[config.mk]
export PLATFORM = sky130hd
export DESIGN_NAME = tltcd_tx_dma
export DESIGN_NICKNAME = d
export VERILOG_FILES = /design/src/tltcd_pkg.sv /design/src/tltcd_tx_dma.sv
export SDC_FILE = /design/constraint.sdc
export NUM_CORES = 1
export LEC_CHECK = 0
export BUFFER_PORTS_ARGS = -buffer_cell sky130_fd_sc_hd__buf_2
export CAP_MARGIN = 10
export CORE_MARGIN = 2
export CORE_UTILIZATION = 45
export DETAILED_ROUTE_END_ITERATION = 6
export PLACE_DENSITY = 0.6
export SLEW_MARGIN = 10
export SYNTH_ARGS = -nofsm -noshare
export SYNTH_HDL_FRONTEND = slang
export SYNTH_SLANG_ARGS = --single-unit
[constraint.sdc]
create_clock -name i_core_clk -period 4.77 [get_ports i_core_clk]
set_input_delay 1.1925 -clock i_core_clk [delete_from_list [all_inputs] [get_ports i_core_clk]]
set_output_delay 1.1925 -clock i_core_clk [all_outputs]
set_load 0.01 [all_outputs]
[src/tltcd_pkg.sv]
/*
  Shared constants for the token LAN transmit-chain DMA block: register map,
  control bit positions, control-block and buffer layout, frame bytes.
  Assumes byte-addressed host memory with 16-bit addresses.
*/
package tltcd_pkg;
  // ==========================================================
  // register map (byte addresses)
  localparam logic [7:0] REG_CTRL        = 8'h00;
  localparam logic [7:0] REG_CB_PTR      = 8'h04;
  localparam logic [7:0] REG_OWN_ADDR    = 8'h08;
  localparam logic [7:0] REG_NEXT_NODE   = 8'h0C;
  localparam logic [7:0] REG_STATUS      = 8'h10;
  localparam logic [7:0] REG_FRAME_LIMIT = 8'h14;
  localparam logic [7:0] REG_NEW_NEXT    = 8'h18;
  // ==========================================================
  // control register bit positions
  localparam int CTRL_ISOLATE   = 0;
  localparam int CTRL_TX_EN     = 6;
  localparam int CTRL_DATA_TX   = 7;
  localparam int CTRL_NEW_NEXT  = 10;
  localparam int CTRL_PIGGYBACK = 16;
  localparam logic [31:0] CTRL_RESET = 32'h0000_0001;
  // ==========================================================
  // control block and buffer layout
  localparam logic [15:0] CB_TX_CHAIN  = 16'h0002;
  localparam logic [15:0] CB_SIZE_CODE = 16'h0004;
  localparam logic [15:0] CB_EVT_BASE  = 16'h0005;
  localparam int          EVT_NUM      = 11;
  localparam int          EVT_UNUSED   = 9;
  localparam logic [10:0] BUF_UNIT     = 11'h040;
  localparam logic [10:0] POS_LINK_LO  = 11'h001;
  localparam logic [10:0] POS_STAT     = 11'h002;
  localparam logic [10:0] POS_CTL      = 11'h003;
  localparam logic [10:0] POS_LEN_HI   = 11'h004;
  localparam logic [10:0] POS_LEN_LO   = 11'h005;
  localparam logic [15:0] HDR_BYTES    = 16'h0006;
  localparam logic [15:0] LINK_BYTES   = 16'h0002;
  localparam int          END_TURN_BIT = 0;
  localparam int          ACK_REQ_BIT  = 7;
  localparam logic [7:0]  CNT_MAX      = 8'hFF;
endpackage

[src/tltcd_tx_dma.sv]
/*
  Transmit-chain DMA and memory event counters of a token LAN controller.
  Assumes a byte-wide memory port answering with a one-cycle ack, a network
  engine that takes bytes by valid/ready and reports token, frame done and
  event pulses, all synchronous to i_core_clk.
*/
// Operation
// each shared bit: one setter, one clearer
// new-next request: host sets, device clears
// counters increment, saturate at 255
// counters at block offsets five to fifteen
// scan mode: count, next node = own+1
// count retry that succeeded second time
// count underrun or oversize transmit aborts
// count network dead timer expiries
// count bad supervisory frame receptions
// count bad data frame receptions
// count every negative acknowledge sent
// count invalid frames, counter nine unused
// count duplicate tokens
// count data frames with own source
// token: send pending frame or pass
// turn ends on five listed conditions
// piggyback token when allowed, else explicit
// read next address at frame end, token
// keep found address, else flag clear
// fetch link, control, length; walk buffers
// host writes length including overhead bytes
// six overhead bytes in fixed order
// buffer size in 64 byte steps
// buffer count and data bytes from length
// interleave pointer accesses without deadlock
// buffer size is low nibble plus one
// zero link seen from upper byte
// counter update is locked read-modify-write
`timescale 1ns/1ps
module tltcd_tx_dma
  import tltcd_pkg::*;
(
  input  wire logic               i_core_clk,
  input  wire logic               i_rst_b,
  input  wire logic [7:0]         i_reg_addr,
  input  wire logic [31:0]        i_reg_wdata,
  input  wire logic               i_reg_wr,
  input  wire logic               i_reg_rd,
  output logic      [31:0]        o_reg_rdata,
  output logic                    o_mem_req,
  output logic                    o_mem_we,
  output logic                    o_mem_lock,
  output logic      [15:0]        o_mem_addr,
  output logic      [7:0]         o_mem_wdata,
  input  wire logic               i_mem_ack,
  input  wire logic [7:0]         i_mem_rdata,
  input  wire logic               i_token,
  input  wire logic               i_holdoff_done,
  input  wire logic               i_tx_done,
  input  wire logic [EVT_NUM-1:0] i_event,
  input  wire logic               i_tx_ready,
  output logic                    o_tx_valid,
  output logic      [7:0]         o_tx_data,
  output logic                    o_tx_last,
  output logic                    o_tx_start,
  output logic      [7:0]         o_frame_control_byte,
  output logic                    o_pass_token,
  output logic                    o_pass_piggyback,
  output logic      [7:0]         o_next_node
);
  typedef enum logic [3:0] {
    ST_ISO, ST_CB_SIZE, ST_IDLE, ST_CHK_HI, ST_CHK_LO, ST_HDR,
    ST_DATA_RD, ST_DATA_TX, ST_WAIT_DONE, ST_EVT_RD, ST_EVT_WR
  } tltcd_state_type;
  typedef enum logic [1:0] {CTX_START, CTX_FRAME, CTX_TOKEN} tltcd_ctx_type;

  tltcd_state_type    state;
  tltcd_ctx_type      ctx;
  logic [31:0]        ctrl;
  logic [15:0]        cb_ptr;
  logic [7:0]         own_addr;
  logic [7:0]         new_next;
  logic [7:0]         frame_limit;
  logic [7:0]         frame_cnt;
  logic [3:0]         buffer_size_code;
  logic               next_valid;
  logic [15:0]        next_frame;
  logic [15:0]        link_loc;
  logic [7:0]         link_hi;
  logic [15:0]        buf_addr;
  logic [15:0]        buf_link;
  logic [10:0]        pos;
  logic               first_buf;
  logic [15:0]        remain;
  logic [7:0]         frame_status_byte;
  logic [7:0]         len_hi;
  logic               turn_end;
  logic [EVT_NUM-1:0] evt_pend;
  logic [3:0]         evt_idx;
  logic [7:0]         evt_val;

  // ==========================================================
  // register port decode
  wire wr_ctrl  = i_reg_wr && (i_reg_addr == REG_CTRL);
  wire wr_cbp   = i_reg_wr && (i_reg_addr == REG_CB_PTR);
  wire wr_own   = i_reg_wr && (i_reg_addr == REG_OWN_ADDR);
  wire wr_limit = i_reg_wr && (i_reg_addr == REG_FRAME_LIMIT);
  wire wr_newn  = i_reg_wr && (i_reg_addr == REG_NEW_NEXT);
  wire [31:0] status_word = {29'h0000_0000, state == ST_ISO, state != ST_IDLE, next_valid};
  wire [31:0] rd_mux = (i_reg_addr == REG_CTRL)        ? ctrl :
                       (i_reg_addr == REG_CB_PTR)      ? {16'h0000, cb_ptr} :
                       (i_reg_addr == REG_OWN_ADDR)    ? {24'h00_0000, own_addr} :
                       (i_reg_addr == REG_NEXT_NODE)   ? {24'h00_0000, o_next_node} :
                       (i_reg_addr == REG_STATUS)      ? status_word :
                       (i_reg_addr == REG_FRAME_LIMIT) ? {24'h00_0000, frame_limit} :
                       (i_reg_addr == REG_NEW_NEXT)    ? {24'h00_0000, new_next} : 32'h0000_0000;

  wire isolate   = ctrl[CTRL_ISOLATE];
  wire tx_en     = ctrl[CTRL_TX_EN];
  wire data_tx   = ctrl[CTRL_DATA_TX];
  wire load_next_node_request = ctrl[CTRL_NEW_NEXT];
  wire piggy_ok  = ctrl[CTRL_PIGGYBACK];
  wire tx_permit = tx_en && data_tx && i_holdoff_done;
  // device takes the new-next request and clears the bit
  wire load_next_take = load_next_node_request && !i_event[0];

  // size is nibble plus one, R23 in 64 byte units
  wire [10:0] buf_bytes = {7'h00, buffer_size_code} * BUF_UNIT + BUF_UNIT;
  wire [15:0] rd_addr = buf_addr + {5'h00, pos};
  wire [15:0] len_word = {len_hi, i_mem_rdata};

  // turn end conditions known at frame completion
  wire turn_limit = (frame_cnt + 8'h01) >= frame_limit;
  wire end_now = isolate || !data_tx || frame_status_byte[END_TURN_BIT] || turn_limit;
  wire ack_req = o_frame_control_byte[ACK_REQ_BIT];

  // event pick, unused slot ignored
  // one pulse per counter
  wire [EVT_NUM-1:0] evt_in = i_event & ~(EVT_NUM'(1) << EVT_UNUSED);
  logic [3:0] evt_pick;
  always_comb begin
    evt_pick = 4'h0;
    for (int k = EVT_NUM - 1; k >= 0; k--) begin
      if (evt_pend[k]) begin
        evt_pick = 4'(k);
      end
    end
  end
  wire evt_any = |evt_pend;
  wire mem_done = o_mem_req && i_mem_ack;

  // ==========================================================
  // register file
  always_ff @(posedge i_core_clk or negedge i_rst_b) begin
    if (!i_rst_b) begin
      o_reg_rdata <= 32'h0000_0000;
      ctrl        <= CTRL_RESET;
      cb_ptr      <= 16'h0000;
      own_addr    <= 8'h00;
      new_next    <= 8'h00;
      frame_limit <= 8'h01;
      o_next_node <= 8'h00;
    end else begin
      o_reg_rdata <= i_reg_rd ? rd_mux : 32'h0000_0000;
      // host only sets the request bit, device only clears it; set wins
      if (wr_ctrl) begin
        ctrl <= {i_reg_wdata[31:CTRL_NEW_NEXT+1], i_reg_wdata[CTRL_NEW_NEXT] | load_next_node_request,
                 i_reg_wdata[CTRL_NEW_NEXT-1:0]};
      end else if (load_next_take) begin
        ctrl[CTRL_NEW_NEXT] <= 1'b0;
      end
      if (wr_cbp && (state == ST_ISO)) begin
        cb_ptr <= i_reg_wdata[15:0];
      end
      if (wr_own) begin
        own_addr <= i_reg_wdata[7:0];
      end
      if (wr_limit) begin
        frame_limit <= i_reg_wdata[7:0];
      end
      if (wr_newn) begin
        new_next <= i_reg_wdata[7:0];
      end
      // scan mode redefines next node as own plus one
      if (i_event[0]) begin
        o_next_node <= own_addr + 8'h01;
      end else if (load_next_take) begin
        o_next_node <= new_next;
      end
    end
  end

  // sticky pending events, a new event wins over service
  always_ff @(posedge i_core_clk or negedge i_rst_b) begin
    if (!i_rst_b) begin
      evt_pend <= '0;
    end else if ((state == ST_EVT_WR) && mem_done) begin
      evt_pend <= (evt_pend & ~(EVT_NUM'(1) << evt_idx)) | evt_in;
    end else begin
      evt_pend <= evt_pend | evt_in;
    end
  end

  // ==========================================================
  // memory port
  always_comb begin
    o_mem_req   = 1'b0;
    o_mem_we    = 1'b0;
    o_mem_addr  = rd_addr;
    o_mem_wdata = 8'h00;
    case (state)
      ST_CB_SIZE: begin
        o_mem_req  = 1'b1;
        o_mem_addr = cb_ptr + CB_SIZE_CODE;
      end
      ST_CHK_HI: begin
        o_mem_req  = 1'b1;
        o_mem_addr = link_loc;
      end
      ST_CHK_LO: begin
        o_mem_req  = 1'b1;
        o_mem_addr = link_loc + 16'h0001;
      end
      ST_HDR, ST_DATA_RD: begin
        o_mem_req = (state == ST_HDR) || ((remain != 16'h0000) && (pos != buf_bytes));
      end
      ST_EVT_RD, ST_EVT_WR: begin
        // counters only at block offsets five onward
        o_mem_req   = 1'b1;
        o_mem_we    = (state == ST_EVT_WR);
        o_mem_addr  = cb_ptr + CB_EVT_BASE + {12'h000, evt_idx};
        // saturating increment
        o_mem_wdata = (evt_val == CNT_MAX) ? CNT_MAX : evt_val + 8'h01;
      end
      default: begin
        o_mem_req = 1'b0;
      end
    endcase
  end
  // bus held between counter read and write-back
  assign o_mem_lock = (state == ST_EVT_RD) || (state == ST_EVT_WR);

  // ==========================================================
  // chain walker
  always_ff @(posedge i_core_clk or negedge i_rst_b) begin
    if (!i_rst_b) begin
      state            <= ST_ISO;
      ctx              <= CTX_START;
      buffer_size_code <= 4'h0;
      next_valid       <= 1'b0;
      next_frame       <= 16'h0000;
      link_loc         <= 16'h0000;
      link_hi          <= 8'h00;
      buf_addr         <= 16'h0000;
      buf_link         <= 16'h0000;
      pos              <= 11'h000;
      first_buf        <= 1'b1;
      remain           <= 16'h0000;
      frame_status_byte <= 8'h00;
      len_hi           <= 8'h00;
      frame_cnt        <= 8'h00;
      turn_end         <= 1'b0;
      evt_idx          <= 4'h0;
      evt_val          <= 8'h00;
      o_tx_valid       <= 1'b0;
      o_tx_data        <= 8'h00;
      o_tx_last        <= 1'b0;
      o_tx_start       <= 1'b0;
      o_frame_control_byte <= 8'h00;
      o_pass_token     <= 1'b0;
      o_pass_piggyback <= 1'b0;
    end else begin
      o_tx_start   <= 1'b0;
      o_pass_token <= 1'b0;
      case (state)
        ST_ISO: begin
          if (!isolate) begin
            state <= ST_CB_SIZE;
          end
        end
        ST_CB_SIZE: begin
          if (mem_done) begin
            buffer_size_code <= i_mem_rdata[3:0];
            link_loc   <= cb_ptr + CB_TX_CHAIN;
            ctx        <= CTX_START;
            state      <= ST_CHK_HI;
          end
        end
        // counters serviced only in idle between turns, not between frames of one turn
        ST_IDLE: begin
          if (isolate) begin
            state <= ST_ISO;
          end else if (i_token) begin
            frame_cnt <= 8'h00;
            // send on permit, else pass token
            if (!tx_permit) begin
              o_pass_token     <= 1'b1;
              o_pass_piggyback <= 1'b0;
            end else if (next_valid) begin
              buf_addr  <= next_frame;
              pos       <= 11'h000;
              first_buf <= 1'b1;
              state     <= ST_HDR;
            end else begin
              // token with permission re-reads the chain
              ctx   <= CTX_TOKEN;
              state <= ST_CHK_HI;
            end
          end else if (evt_any) begin
            evt_idx <= evt_pick;
            state   <= ST_EVT_RD;
          end
        end
        ST_EVT_RD: begin
          if (mem_done) begin
            evt_val <= i_mem_rdata;
            state   <= ST_EVT_WR;
          end
        end
        ST_EVT_WR: begin
          if (mem_done) begin
            state <= ST_IDLE;
          end
        end
        // zero link judged from the upper byte only
        ST_CHK_HI: begin
          if (mem_done) begin
            link_hi <= i_mem_rdata;
            if (i_mem_rdata == 8'h00) begin
              // no frame: flag clear, pointer stays on zero link
              next_valid <= 1'b0;
              if (ctx == CTX_START) begin
                state <= ST_IDLE;
              end else begin
                // empty chain always gives an explicit pass
                o_pass_token     <= 1'b1;
                o_pass_piggyback <= 1'b0;
                state            <= ST_IDLE;
              end
            end else begin
              state <= ST_CHK_LO;
            end
          end
        end
        ST_CHK_LO: begin
          if (mem_done) begin
            // found address is kept for the next token
            next_valid <= 1'b1;
            next_frame <= {link_hi, i_mem_rdata};
            if ((ctx == CTX_START) || ((ctx == CTX_FRAME) && turn_end)) begin
              // piggyback only when no ack was asked
              o_pass_token     <= (ctx == CTX_FRAME);
              o_pass_piggyback <= !ack_req && piggy_ok;
              state            <= ST_IDLE;
            end else begin
              buf_addr  <= {link_hi, i_mem_rdata};
              pos       <= 11'h000;
              first_buf <= 1'b1;
              state     <= ST_HDR;
            end
          end
        end
        // link, status, control and length fetched first
        ST_HDR: begin
          if (mem_done) begin
            pos <= pos + 11'h001;
            case (pos)
              11'h000: buf_link[15:8] <= i_mem_rdata;
              POS_LINK_LO: begin
                buf_link[7:0] <= i_mem_rdata;
                if (!first_buf) begin
                  remain <= remain - LINK_BYTES;
                  state  <= ST_DATA_RD;
                end
              end
              POS_STAT: frame_status_byte <= i_mem_rdata;
              POS_CTL: o_frame_control_byte <= i_mem_rdata;
              POS_LEN_HI: len_hi <= i_mem_rdata;
              POS_LEN_LO: begin
                // length covers status, control, length, addresses, data
                remain     <= len_word - HDR_BYTES;
                next_valid <= 1'b0;
                o_tx_start <= 1'b1;
                state      <= ST_DATA_RD;
              end
              default: state <= ST_DATA_RD;
            endcase
          end
        end
        // bytes run until length count or buffer end
        ST_DATA_RD: begin
          if (remain == 16'h0000) begin
            state <= ST_WAIT_DONE;
          end else if (pos == buf_bytes) begin
            buf_addr  <= buf_link;
            pos       <= 11'h000;
            first_buf <= 1'b0;
            state     <= ST_HDR;
          end else if (mem_done) begin
            o_tx_data  <= i_mem_rdata;
            o_tx_valid <= 1'b1;
            o_tx_last  <= (remain == 16'h0001);
            remain     <= remain - 16'h0001;
            pos        <= pos + 11'h001;
            state      <= ST_DATA_TX;
          end
        end
        ST_DATA_TX: begin
          if (i_tx_ready) begin
            o_tx_valid <= 1'b0;
            o_tx_last  <= 1'b0;
            state      <= ST_DATA_RD;
          end
        end
        ST_WAIT_DONE: begin
          if (i_tx_done) begin
            // next address read at every frame end
            frame_cnt <= frame_cnt + 8'h01;
            turn_end  <= end_now;
            link_loc  <= buf_addr;
            ctx       <= CTX_FRAME;
            state     <= ST_CHK_HI;
          end
        end
        default: state <= ST_ISO;
      endcase
    end
  end

  // ==========================================================
  // checks
  chk_next_load_clear: assert property (@(posedge i_core_clk) disable iff (!i_rst_b)
    load_next_take && !wr_ctrl |=> !ctrl[CTRL_NEW_NEXT]) else $error("new-next request not cleared");
  chk_counter_sat: assert property (@(posedge i_core_clk) disable iff (!i_rst_b)
    (state == ST_EVT_RD) && mem_done |=> o_mem_we && (o_mem_wdata == (($past(i_mem_rdata) == CNT_MAX) ?
      CNT_MAX : $past(i_mem_rdata) + 8'h01)))
    else $error("counter write not saturating increment");
  chk_counter_addr: assert property (@(posedge i_core_clk) disable iff (!i_rst_b)
    o_mem_we |-> (o_mem_addr >= cb_ptr + CB_EVT_BASE) && (evt_idx != 4'(EVT_UNUSED)))
    else $error("counter write outside counter bytes");
  chk_scan_next: assert property (@(posedge i_core_clk) disable iff (!i_rst_b)
    i_event[0] |=> (o_next_node == $past(own_addr) + 8'h01)) else $error("next node not own plus one");
  chk_no_permit: assert property (@(posedge i_core_clk) disable iff (!i_rst_b)
    (state == ST_IDLE) && !isolate && i_token && !tx_permit |=> o_pass_token && !o_pass_piggyback)
    else $error("token not passed without permit");
  chk_empty_pass: assert property (@(posedge i_core_clk) disable iff (!i_rst_b)
    (state == ST_CHK_HI) && (ctx != CTX_START) && mem_done && (i_mem_rdata == 8'h00)
    |=> o_pass_token && !o_pass_piggyback && !next_valid) else $error("empty chain pass wrong");
  chk_frame_end: assert property (@(posedge i_core_clk) disable iff (!i_rst_b)
    (state == ST_WAIT_DONE) && i_tx_done |=> (state == ST_CHK_HI) ##0 (link_loc == $past(buf_addr)))
    else $error("next address not read at frame end");
  chk_lock_rmw: assert property (@(posedge i_core_clk) disable iff (!i_rst_b)
    (state == ST_EVT_RD) && mem_done |=> o_mem_lock throughout (o_mem_we [*1]))
    else $error("counter update not locked");
  chk_length_stop: assert property (@(posedge i_core_clk) disable iff (!i_rst_b)
    o_tx_valid && o_tx_last |-> (remain == 16'h0000)) else $error("last byte with length left");
  cov_send_frame: cover property (@(posedge i_core_clk) disable iff (!i_rst_b)
    o_tx_start ##[1:300] (state == ST_WAIT_DONE));
  cov_piggyback: cover property (@(posedge i_core_clk) disable iff (!i_rst_b)
    o_pass_token && o_pass_piggyback);
  cov_counter_upd: cover property (@(posedge i_core_clk) disable iff (!i_rst_b)
    (state == ST_EVT_WR) && mem_done);
  cov_next_buffer: cover property (@(posedge i_core_clk) disable iff (!i_rst_b)
    (state == ST_HDR) && !first_buf && mem_done);
endmodule
[After elaboration in Yosys (flattened, before gate mapping)]
Index checks and enable logic that the tools add are counted.
Operators by class
  mux-type cells: 135
  bitwise operators: 9
  shift operators: 1
  reductions and logical operators: 68
  order comparisons: 1
  $add $sub $neg: 14
  equality and inequality tests: 57
Operators by type and width (count)
  $mux W16: 16
  $mux W4: 28
  $mux W11: 10
  $mux W8: 12
  $pmux W16 S2: 3
  $mux W32: 2
  $pmux W16 S4: 1
  $ne A2 B2 Y1 const B: 24
  $pmux W16 S3: 1
  $pmux W11 S4: 1
  $pmux W4 S11: 1
  $mux W1: 41
  $add A16 B3 Y16 const B: 2
  $add A8 B1 Y8 const B: 3
  $eq A8 B5 Y1 const B: 3
  $eq A11 B2 Y1 const B: 2
  $eq A11 B3 Y1 const B: 2
  $or A11 B11 Y11: 2
  $reduce_and A3 Y1: 6
  $reduce_and A9 Y1: 2
  $add A16 B1 Y16 const B: 1
  $add A16 B11 Y16: 1
  $add A16 B2 Y16 const B: 1
  $add A16 B4 Y16: 1
  58 further kinds: 119
Word-level totals
  flip-flop bits (word level): 285
  bits of input ports: 68
  output and inout port bits: 88

[Depth between registers and ports, before layout]
Gate-level depths: netlist of run 1.
  word-level depth: 11
  depth in mapped cells: 12
  depth with buffers taken out: 12

[Worst setup path before layout of run 1]
No wires, ideal clock.
  path type: reg-to-output
  start: reg evt_idx[1]
  end: out o_mem_addr[15]
  cell stages (with the launch flop): 11
  data required time: 3.578 ns
  data arrival time: 2.600 ns
  buffers on the path: 0
  slack: 0.977 ns
  path through: dfrtp_1 -> ha_1 -> ha_1 -> fa_1 -> a21o_1 -> a21oi_1 -> nor3_1 -> xor2_1 -> a21oi_1 -> o221ai_1 -> a311o_1
On the way
  cells in the longest elaborated chain, start to end: 2
Ends and longest elaborated chain
  from (decl): line tltcd_tx_dma.sv:96  | logic [3:0] evt_idx;
  from (signal assigned): line tltcd_tx_dma.sv:307  | evt_idx <= evt_pick;
  $add A16 B4 Y16: line tltcd_tx_dma.sv:228  | o_mem_addr = cb_ptr + CB_EVT_BASE + {12'h000, evt_idx};
  $pmux W16 S4: line tltcd_tx_dma.sv:208  | case (state)
  to (decl): line tltcd_tx_dma.sv:50  | output logic [15:0] o_mem_addr,
Every way passes these cells.

[Worst setup path after layout of run 1]
Ends and elaborated chain as after synthesis.

==> results of run 1 <==
-- sequential cells by signal (all words and copies together), names as in the netlist, 8 cells and up --
signal / cells
own_addr: 8
ctrl: 32
evt_val: 8
pos: 11
remain: 16
link_loc: 16
o_tx_data: 8
frame_cnt: 8
frame_limit: 8
buf_link: 16
o_next_node: 8
next_frame: 16
cb_ptr: 16
new_next: 8
o_frame_control_byte: 8
o_reg_rdata: 32
buf_addr: 16
link_hi: 8
len_hi: 8
evt_pend: 11
-- per-stage QoR --
stage	setup slack [ps]	hold WS [ps]	area (sq um)	instances
2_1_floorplan	977	446	15900	1617
3_3_place_gp	611	454	17200	2173
3_5_place_dp	631	456	17200	2173
4_1_cts	29.2	478	18300	2231
5_1_grt	33.8	497	18300	2232
6_report	202	478	18300	2232
-- what timing repair did --
action	CTS	global route
resized for setup	0	3
endpoints found under the hold margin	0	0
setup endpoints to repair	0	3
-- area by class of cell --
class | instances | area (sq um) | share of cell area
multi-input cells | 1206 | 8250 | 0.452
flip-flops and latches | 285 | 7140 | 0.391
repair buffers | 190 | 1090 | 0.0596
clock buffers | 51 | 1020 | 0.0556
well taps | 455 | 569 | 0.0312
inverters | 37 | 139 | 0.00760
clock inverters | 7 | 70.1 | 0.00383
diodes | 1 | 2.50 | 0.000137
-- per-layer routing --
metal,up-vias,GRT usage
met5,-,0
met4,0,0.0749
met2,447,0.399
li1,6170,-
met3,79,0.0433
met1,6526,0.363
-- critical path, delay by kind of cell (launching register included) --
family,cells,cell delay (ps)
buf+inv,1,150
xor+xnor,1,160
compound gates,5,1020
flops,1,450
simple gates,1,100
fa+ha+maj,3,970
-- cell families (layout without fill, tap and decap cells) --
family | after synthesis | count (layout) | share of synthesized area
AOI/OAI and AO/OA | 378 | 378 | 0.153
other | 0 | 1 | 0
and+or+nand+nor | 539 | 539 | 0.170
buffers and inverters | 126 | 285 | 0.0312
muxes | 166 | 166 | 0.116
xor gates and xnor gates | 77 | 77 | 0.0425
adders and majority gates | 46 | 46 | 0.0372
DFF | 285 | 285 | 0.450
-- final timing paths --
kind                                         endpoint  slack (ps)  cells past startpoint
setup / recovery                       o_mem_addr[15]         200                     11
hold / removal               o_tx_data[0]$_DFFE_PN0P_         480                      2
setup reg to reg              buf_addr[0]$_DFFE_PN0P_        1200                      7
hold reg to reg              o_tx_data[0]$_DFFE_PN0P_         480                      2
max in group asynchronous  frame_limit[0]$_DFFE_PN1P_        3150                      2
min in group asynchronous        ctrl[20]$_DFFE_PN0P_         700                      1
-- layout by cell type (no fill, tap or decap), types with 38 or more instances in the layout --
master   synthesis  final
ha_1            44     44
xnor2_1         38     38
nand2_1        170    170
a21oi_1         80     78
xor2_1          39     39
dfrtp_1        282    282
mux2_2         145    145
buf_2            9    153
and3_1          41     41
nand3_1         44     44
nor2_1         108    108
o21ai_0        128    127
-- report_power, final --
part / internal, mW / leakage (nW) / switching (mW) / total [mW]
registers: 2.91 / 3.74 / 0.540 / 3.45
logic: 1.26 / 4.29 / 1.80 / 3.06
clock network: 1.52 / 0.533 / 1.02 / 2.54
==> results.yml, run 1 <==
drt:
  routed-wl-met2_um: 20900
  via_cell_ratio: 5.92
  detailedRoute.firstPassIterationCount: 7
  detailed_route_wl_um: 46000
  detail_route.drc_violations: 6
  detail_route.iter0.violations: 1024
  routed_wire_length_per_instance_um: 20.6
  met3RoutedLength_um: 2790
  antenna_left: 0
  highest-signal-layer: "met4"
  m1WireLength_um: 21200
  vias: 13222
die:
  overall_die_area_sq_um: 36800
  placement_rows: 68
  initial_utilization: 0.458
  core_region_area_sq_um: 34600
  boundaryPins: 156
  die_h_um: 192
  width_of_the_die_um: 192
clocking:
  cts_tree: "done"
  cts.reportedPaths.clkPinSlew_ps: 60
  cts_root_buffer: "clkbuf_16"
  clockBufferDepth: 3
  numClockSinks: 285
  hold_buffers: 0
  clkLatencyLatePin_ps: 540
  cts_max_level: 2
  number_of_cts_inserted_buffers: 34
  cts.repair_timing.setup_buffer_count: 0
logic_synthesis:
  synth_cell_type_count: 83
  synth-edff-count: 0
  postSynth.asyncResetShare: 1.00
  synth.top_cell.area_share: 0.445
  netlist_area_sq_um: 15900
  ys_ff_latch: 285
  synth.largest_area_cell: "dfrtp_1"
  syn-instance-count: 1617
  synthFlopType: "dfrtp_1"
  yosysWarnings: 0
  synth_top_cells_by_area: "dfrtp_1, mux2_2, o21ai_0, nand2_1, ha_1"
  postSynthAreaPerCell_sq_um: 9.81
  count_leader_synth: "dfrtp_1"
  syn-num-nets: 1731
  synth_commonest_cells: "dfrtp_1, nand2_1, mux2_2"
  synth_seq_area_share: 0.450
placed_design:
  post-dp-hpwl_um: 33300
  port-buffer-count: 154
  globalplace.congestion: 0.915
grt:
  grt_max_degree: 123
  first_global_vias: 12710
  grt-ovfl-total: 0
  grt_first_pass_wirelength_um: 72600
  antenna_found_initial: 1
  grtUsageTotal: 0.255
timing:
  fmaxAchievable_mhz: 219
  final_min_period_over_clock_period: 0.958
  finalCriticalPeriod_ps: 4570
  rsz_0062_raised_after_global_routing: "false"
  final.setup.tns_ps: 0
  final-max-slew-violation-count: 0
  finalClockSkew_ps: 13.4
  setup_viol: 0
  least_margin_pin_slew_ps: 1230
  timing.max_slew.rel_slack: 0.177
  timing.final.hold_violations: 0
final_layout:
  fill_cells: 3182
  post_synthesis_to_final_layout_area_growth_pct: 15.2
  drive_gt1_frac: 0.235
  finish.net_count: 1868
  final_core_utilization: 0.528
pwr:
  largest_vdd_supply_drop_mv: 0.331
  report.power.total_mw: 9.05
  power.density_nw_per_um2: 495
  lkg_pwr_nw: 8.57
setup_path:
  critical-path-top-cell-by-count: "ha_1"
  startpoint: "evt_idx[1]$_DFFE_PN0P_"
  type_of_element_launching_the_critical_path: "flip-flop"
  cp_data_required_time_ps: 3580
  critPathMaxFanout: 7
  path_class: "reg2out"
  crit_path_cell_trace: "ha_1, ha_1, fa_1, a21o_1, a21oi_2, nor3_1, xor2_1, a21oi_1, o221ai_1, a311o_1, buf_2"
  worst_setup_path_end_kind: "output port"
  cp_arrival_ps: 3380
  slowest_stage: "dfrtp_1"
  crit_path_max_incr_delay_ps: 450
  regToRegStartpoint: "remain[8]$_DFFE_PN0P_"
worst_hold_path:
  timing.hold.worst.class: "reg2reg"
  hold_start: "o_tx_data[0]$_DFFE_PN0P_"
outcome:
  run_status: "finished with violations"
  violations: "design-rule violations"
job:
  max-cap-violations: 0
No activity file was read; power rests on OpenSTA's default activity.
==> inputs of run 2 (changes only) <==
--- a/config.mk
+++ b/config.mk
@@ -10,6 +10,7 @@
 export CORE_MARGIN = 2
 export CORE_UTILIZATION = 45
 export DETAILED_ROUTE_END_ITERATION = 6
+export MAX_ROUTING_LAYER = met4
 export PLACE_DENSITY = 0.6
 export SLEW_MARGIN = 10
 export SYNTH_ARGS = -nofsm -noshare
==> results.yml, run 2 (synthesis gave the netlist of run 1 again) <==
setup_path:
  crit_path_cell_trace: "ha_1, ha_1, fa_1, a21o_1, a21oi_2, o22a_2, nor2_1, o21ai_0, o311a_1, o21ai_0, buf_2"
  type_of_element_launching_the_critical_path: "flip-flop"
  crit_path_max_incr_delay_ps: 450
  cp_arrival_ps: 3440
  timing.rr.end: "buf_addr[15]$_DFFE_PN0P_"
  cp_data_required_time_ps: 3580
  regToRegStartpoint: "state[1]$_DFFE_PN0P_"
  worst_r2r_path_depth: 7
  worst_setup_path_end_kind: "output port"
  r2r_slack_ps: 1270
  critPathMaxFanout: 7
  path_class: "reg2out"
  slowest_stage: "dfrtp_1"
final_layout:
  postLayoutCellArea_sq_um: 18300
  final_cell_mix: "dfrtp_1, nand2_1, buf_2, mux2_2, o21ai_0"
  fill_cells: 3200
  count_of_antenna_diodes_in_the_layout: 0
  post_synthesis_to_final_layout_area_growth_pct: 15.3
  drive_gt1_frac: 0.238
  multi_input_comb_area_sq_um: 8250
  finish.net_count: 1865
  most_common_cell_after_layout_fill_and_taps_aside: "dfrtp_1"
  largestRegisters: "ctrl: 32 flops, o_reg_rdata: 32 flops"
  register_area_sq_um: 7140
grt:
  globalRouteMet1Util: 0.358
  grtUsageTotal: 0.262
  grt-ovfl-total: 0
  grt_use_met3: 0.0479
  grt_first_pass_wirelength_um: 72900
  grt_max_degree: 119
  antenna_found_initial: 0
  gr_util_met2: 0.392
  first_global_vias: 12826
  globalRoute.busiestLayer: "met2"
clocking:
  cts.reportedPaths.clkPinSlew_ps: 60
  cts_root_buffer: "clkbuf_16"
  cts.repair_timing.setup_buffer_count: 0
  cts_max_level: 1
  clockBufferDepth: 3
  numClockSinks: 285
  number_of_cts_inserted_buffers: 31
  cts_tree: "done"
  hold_buffers: 0
  clkLatencyLatePin_ps: 580
pwr:
  power.density_nw_per_um2: 498
  lkg_pwr_nw: 8.57
  largest_vdd_supply_drop_mv: 0.324
job:
  max-cap-violations: 0
timing:
  timing.final.hold_violations: 0
  fmaxAchievable_mhz: 216
  hold_slack_ps: 473
  least_margin_pin_slew_ps: 1200
  timing.max_slew.rel_slack: 0.194
  final-max-slew-violation-count: 0
  finalClockSkew_ps: 20.9
  final.setup.tns_ps: 0
  final_min_period_over_clock_period: 0.971
  finalCriticalPeriod_ps: 4630
  setup_viol: 0
  rsz_0062_raised_after_global_routing: "false"
die:
  width_of_the_die_um: 192
  initial_utilization: 0.458
  die_h_um: 192
  placement_rows: 68
  core_region_area_sq_um: 34600
  overall_die_area_sq_um: 36800
  boundaryPins: 156
drt:
  detailedRoute.firstPassIterationCount: 6
  antenna_left: 0
  routed_wire_length_per_instance_um: 20.7
  vias: 13345
  via_cell_ratio: 5.98
  detail_route.drc_violations: 0
  detail_route.iter0.violations: 943
  detailed_route_wl_um: 46300
placed_design:
  port-buffer-count: 154
  post-dp-hpwl_um: 33700
  placedInstanceArea_sq_um: 17200
  globalplace.congestion: 0.935
worst_hold_path:
  timing.hold.worst.class: "reg2reg"
  hold_start: "buf_link[15]$_DFFE_PN0P_"
  worst_hold_path.endpoint: "buf_addr[15]$_DFFE_PN0P_"
  timing.hold.worst_path_depth: 2
outcome:
  run_status: "complete, no violations"
-- run 2: changes by cell type in the layout (fill, tap and decap cells not counted), sizes merged --
| cell | change |
|---|---|
| bufinv | +4 |
| clkbuf | -11 |
| clkinv | +4 |
| clkinvlp | +3 |
| diode | -1 |
-- run 2: where the power goes --
part,internal [mW],leakage (nW),switching [mW]
Combinational,1.25,4.29,1.80
Sequential,2.91,3.74,0.552
Clock,1.56,0.537,1.03
Total,5.72,8.57,3.38
-- run 2: worst max path at each step --
stage                                      start        endpoint  slack, ps  depth (start not counted)
after CTS                 evt_idx[1]$_DFFE_PN0P_   o_mem_addr[7]        100                         11
after global routing      evt_idx[1]$_DFFE_PN0P_   o_mem_addr[7]         20                         11
final                     evt_idx[1]$_DFFE_PN0P_   o_mem_addr[7]        140                         11
after floorplan           evt_idx[1]$_DFFE_PN0P_  o_mem_addr[15]        980                         10
after global placement    evt_idx[1]$_DFFE_PN0P_   o_mem_addr[7]        620                         11
after detailed placement  evt_idx[1]$_DFFE_PN0P_   o_mem_addr[7]        630                         11
-- run 2: metrics by stage --
step / power, mW / setup WS [ps] / instances / utilization
final: 9.10 / 139 / 2231 / 0.528
after global placement: 6.43 / 617 / 2173 / 0.496
after global routing: 9.64 / 15.8 / 2231 / 0.528
after detailed placement: 6.50 / 629 / 2173 / 0.496
after floorplan: 5.35 / 977 / 1617 / -
after CTS: 9.12 / 97.3 / 2231 / 0.528
-- run 2: layer usage --
metal,share of wire,vias up
li1,-,6191
met1,0.45,6565
met2,0.44,489
met3,0.076,100
met4,0.033,0
met5,0,-
-- run 2: area by class of cell --
| cell class | instances | share of cell area |
|---|---|---|
| flip-flops and latches | 285 | 0.390 |
| well taps | 455 | 0.0311 |
| clock inverters | 18 | 0.0133 |
| inverters | 37 | 0.00760 |
| repair buffers | 190 | 0.0589 |
| multi-input cells | 1206 | 0.451 |
| clock buffers | 40 | 0.0476 |
-- run 2: what timing repair did --
| item | 4_1_cts | 5_1_grt |
|---|---|---|
| resized for setup | 1 | 2 |
| pin swaps | 0 | 0 |
| endpoints found under the setup margin | 1 | 2 |
-- run 2: critical path: cells and delay by family, from the launching register on --
| family | cells | cell delay, ps |
|---|---|---|
| AOI/OAI and AO/OA | 6 | 1200 |
| adders and majority gates | 3 | 950 |
| buffers and inverters | 1 | 200 |
| DFF | 1 | 450 |
| and+or+nand+nor | 1 | 50 |
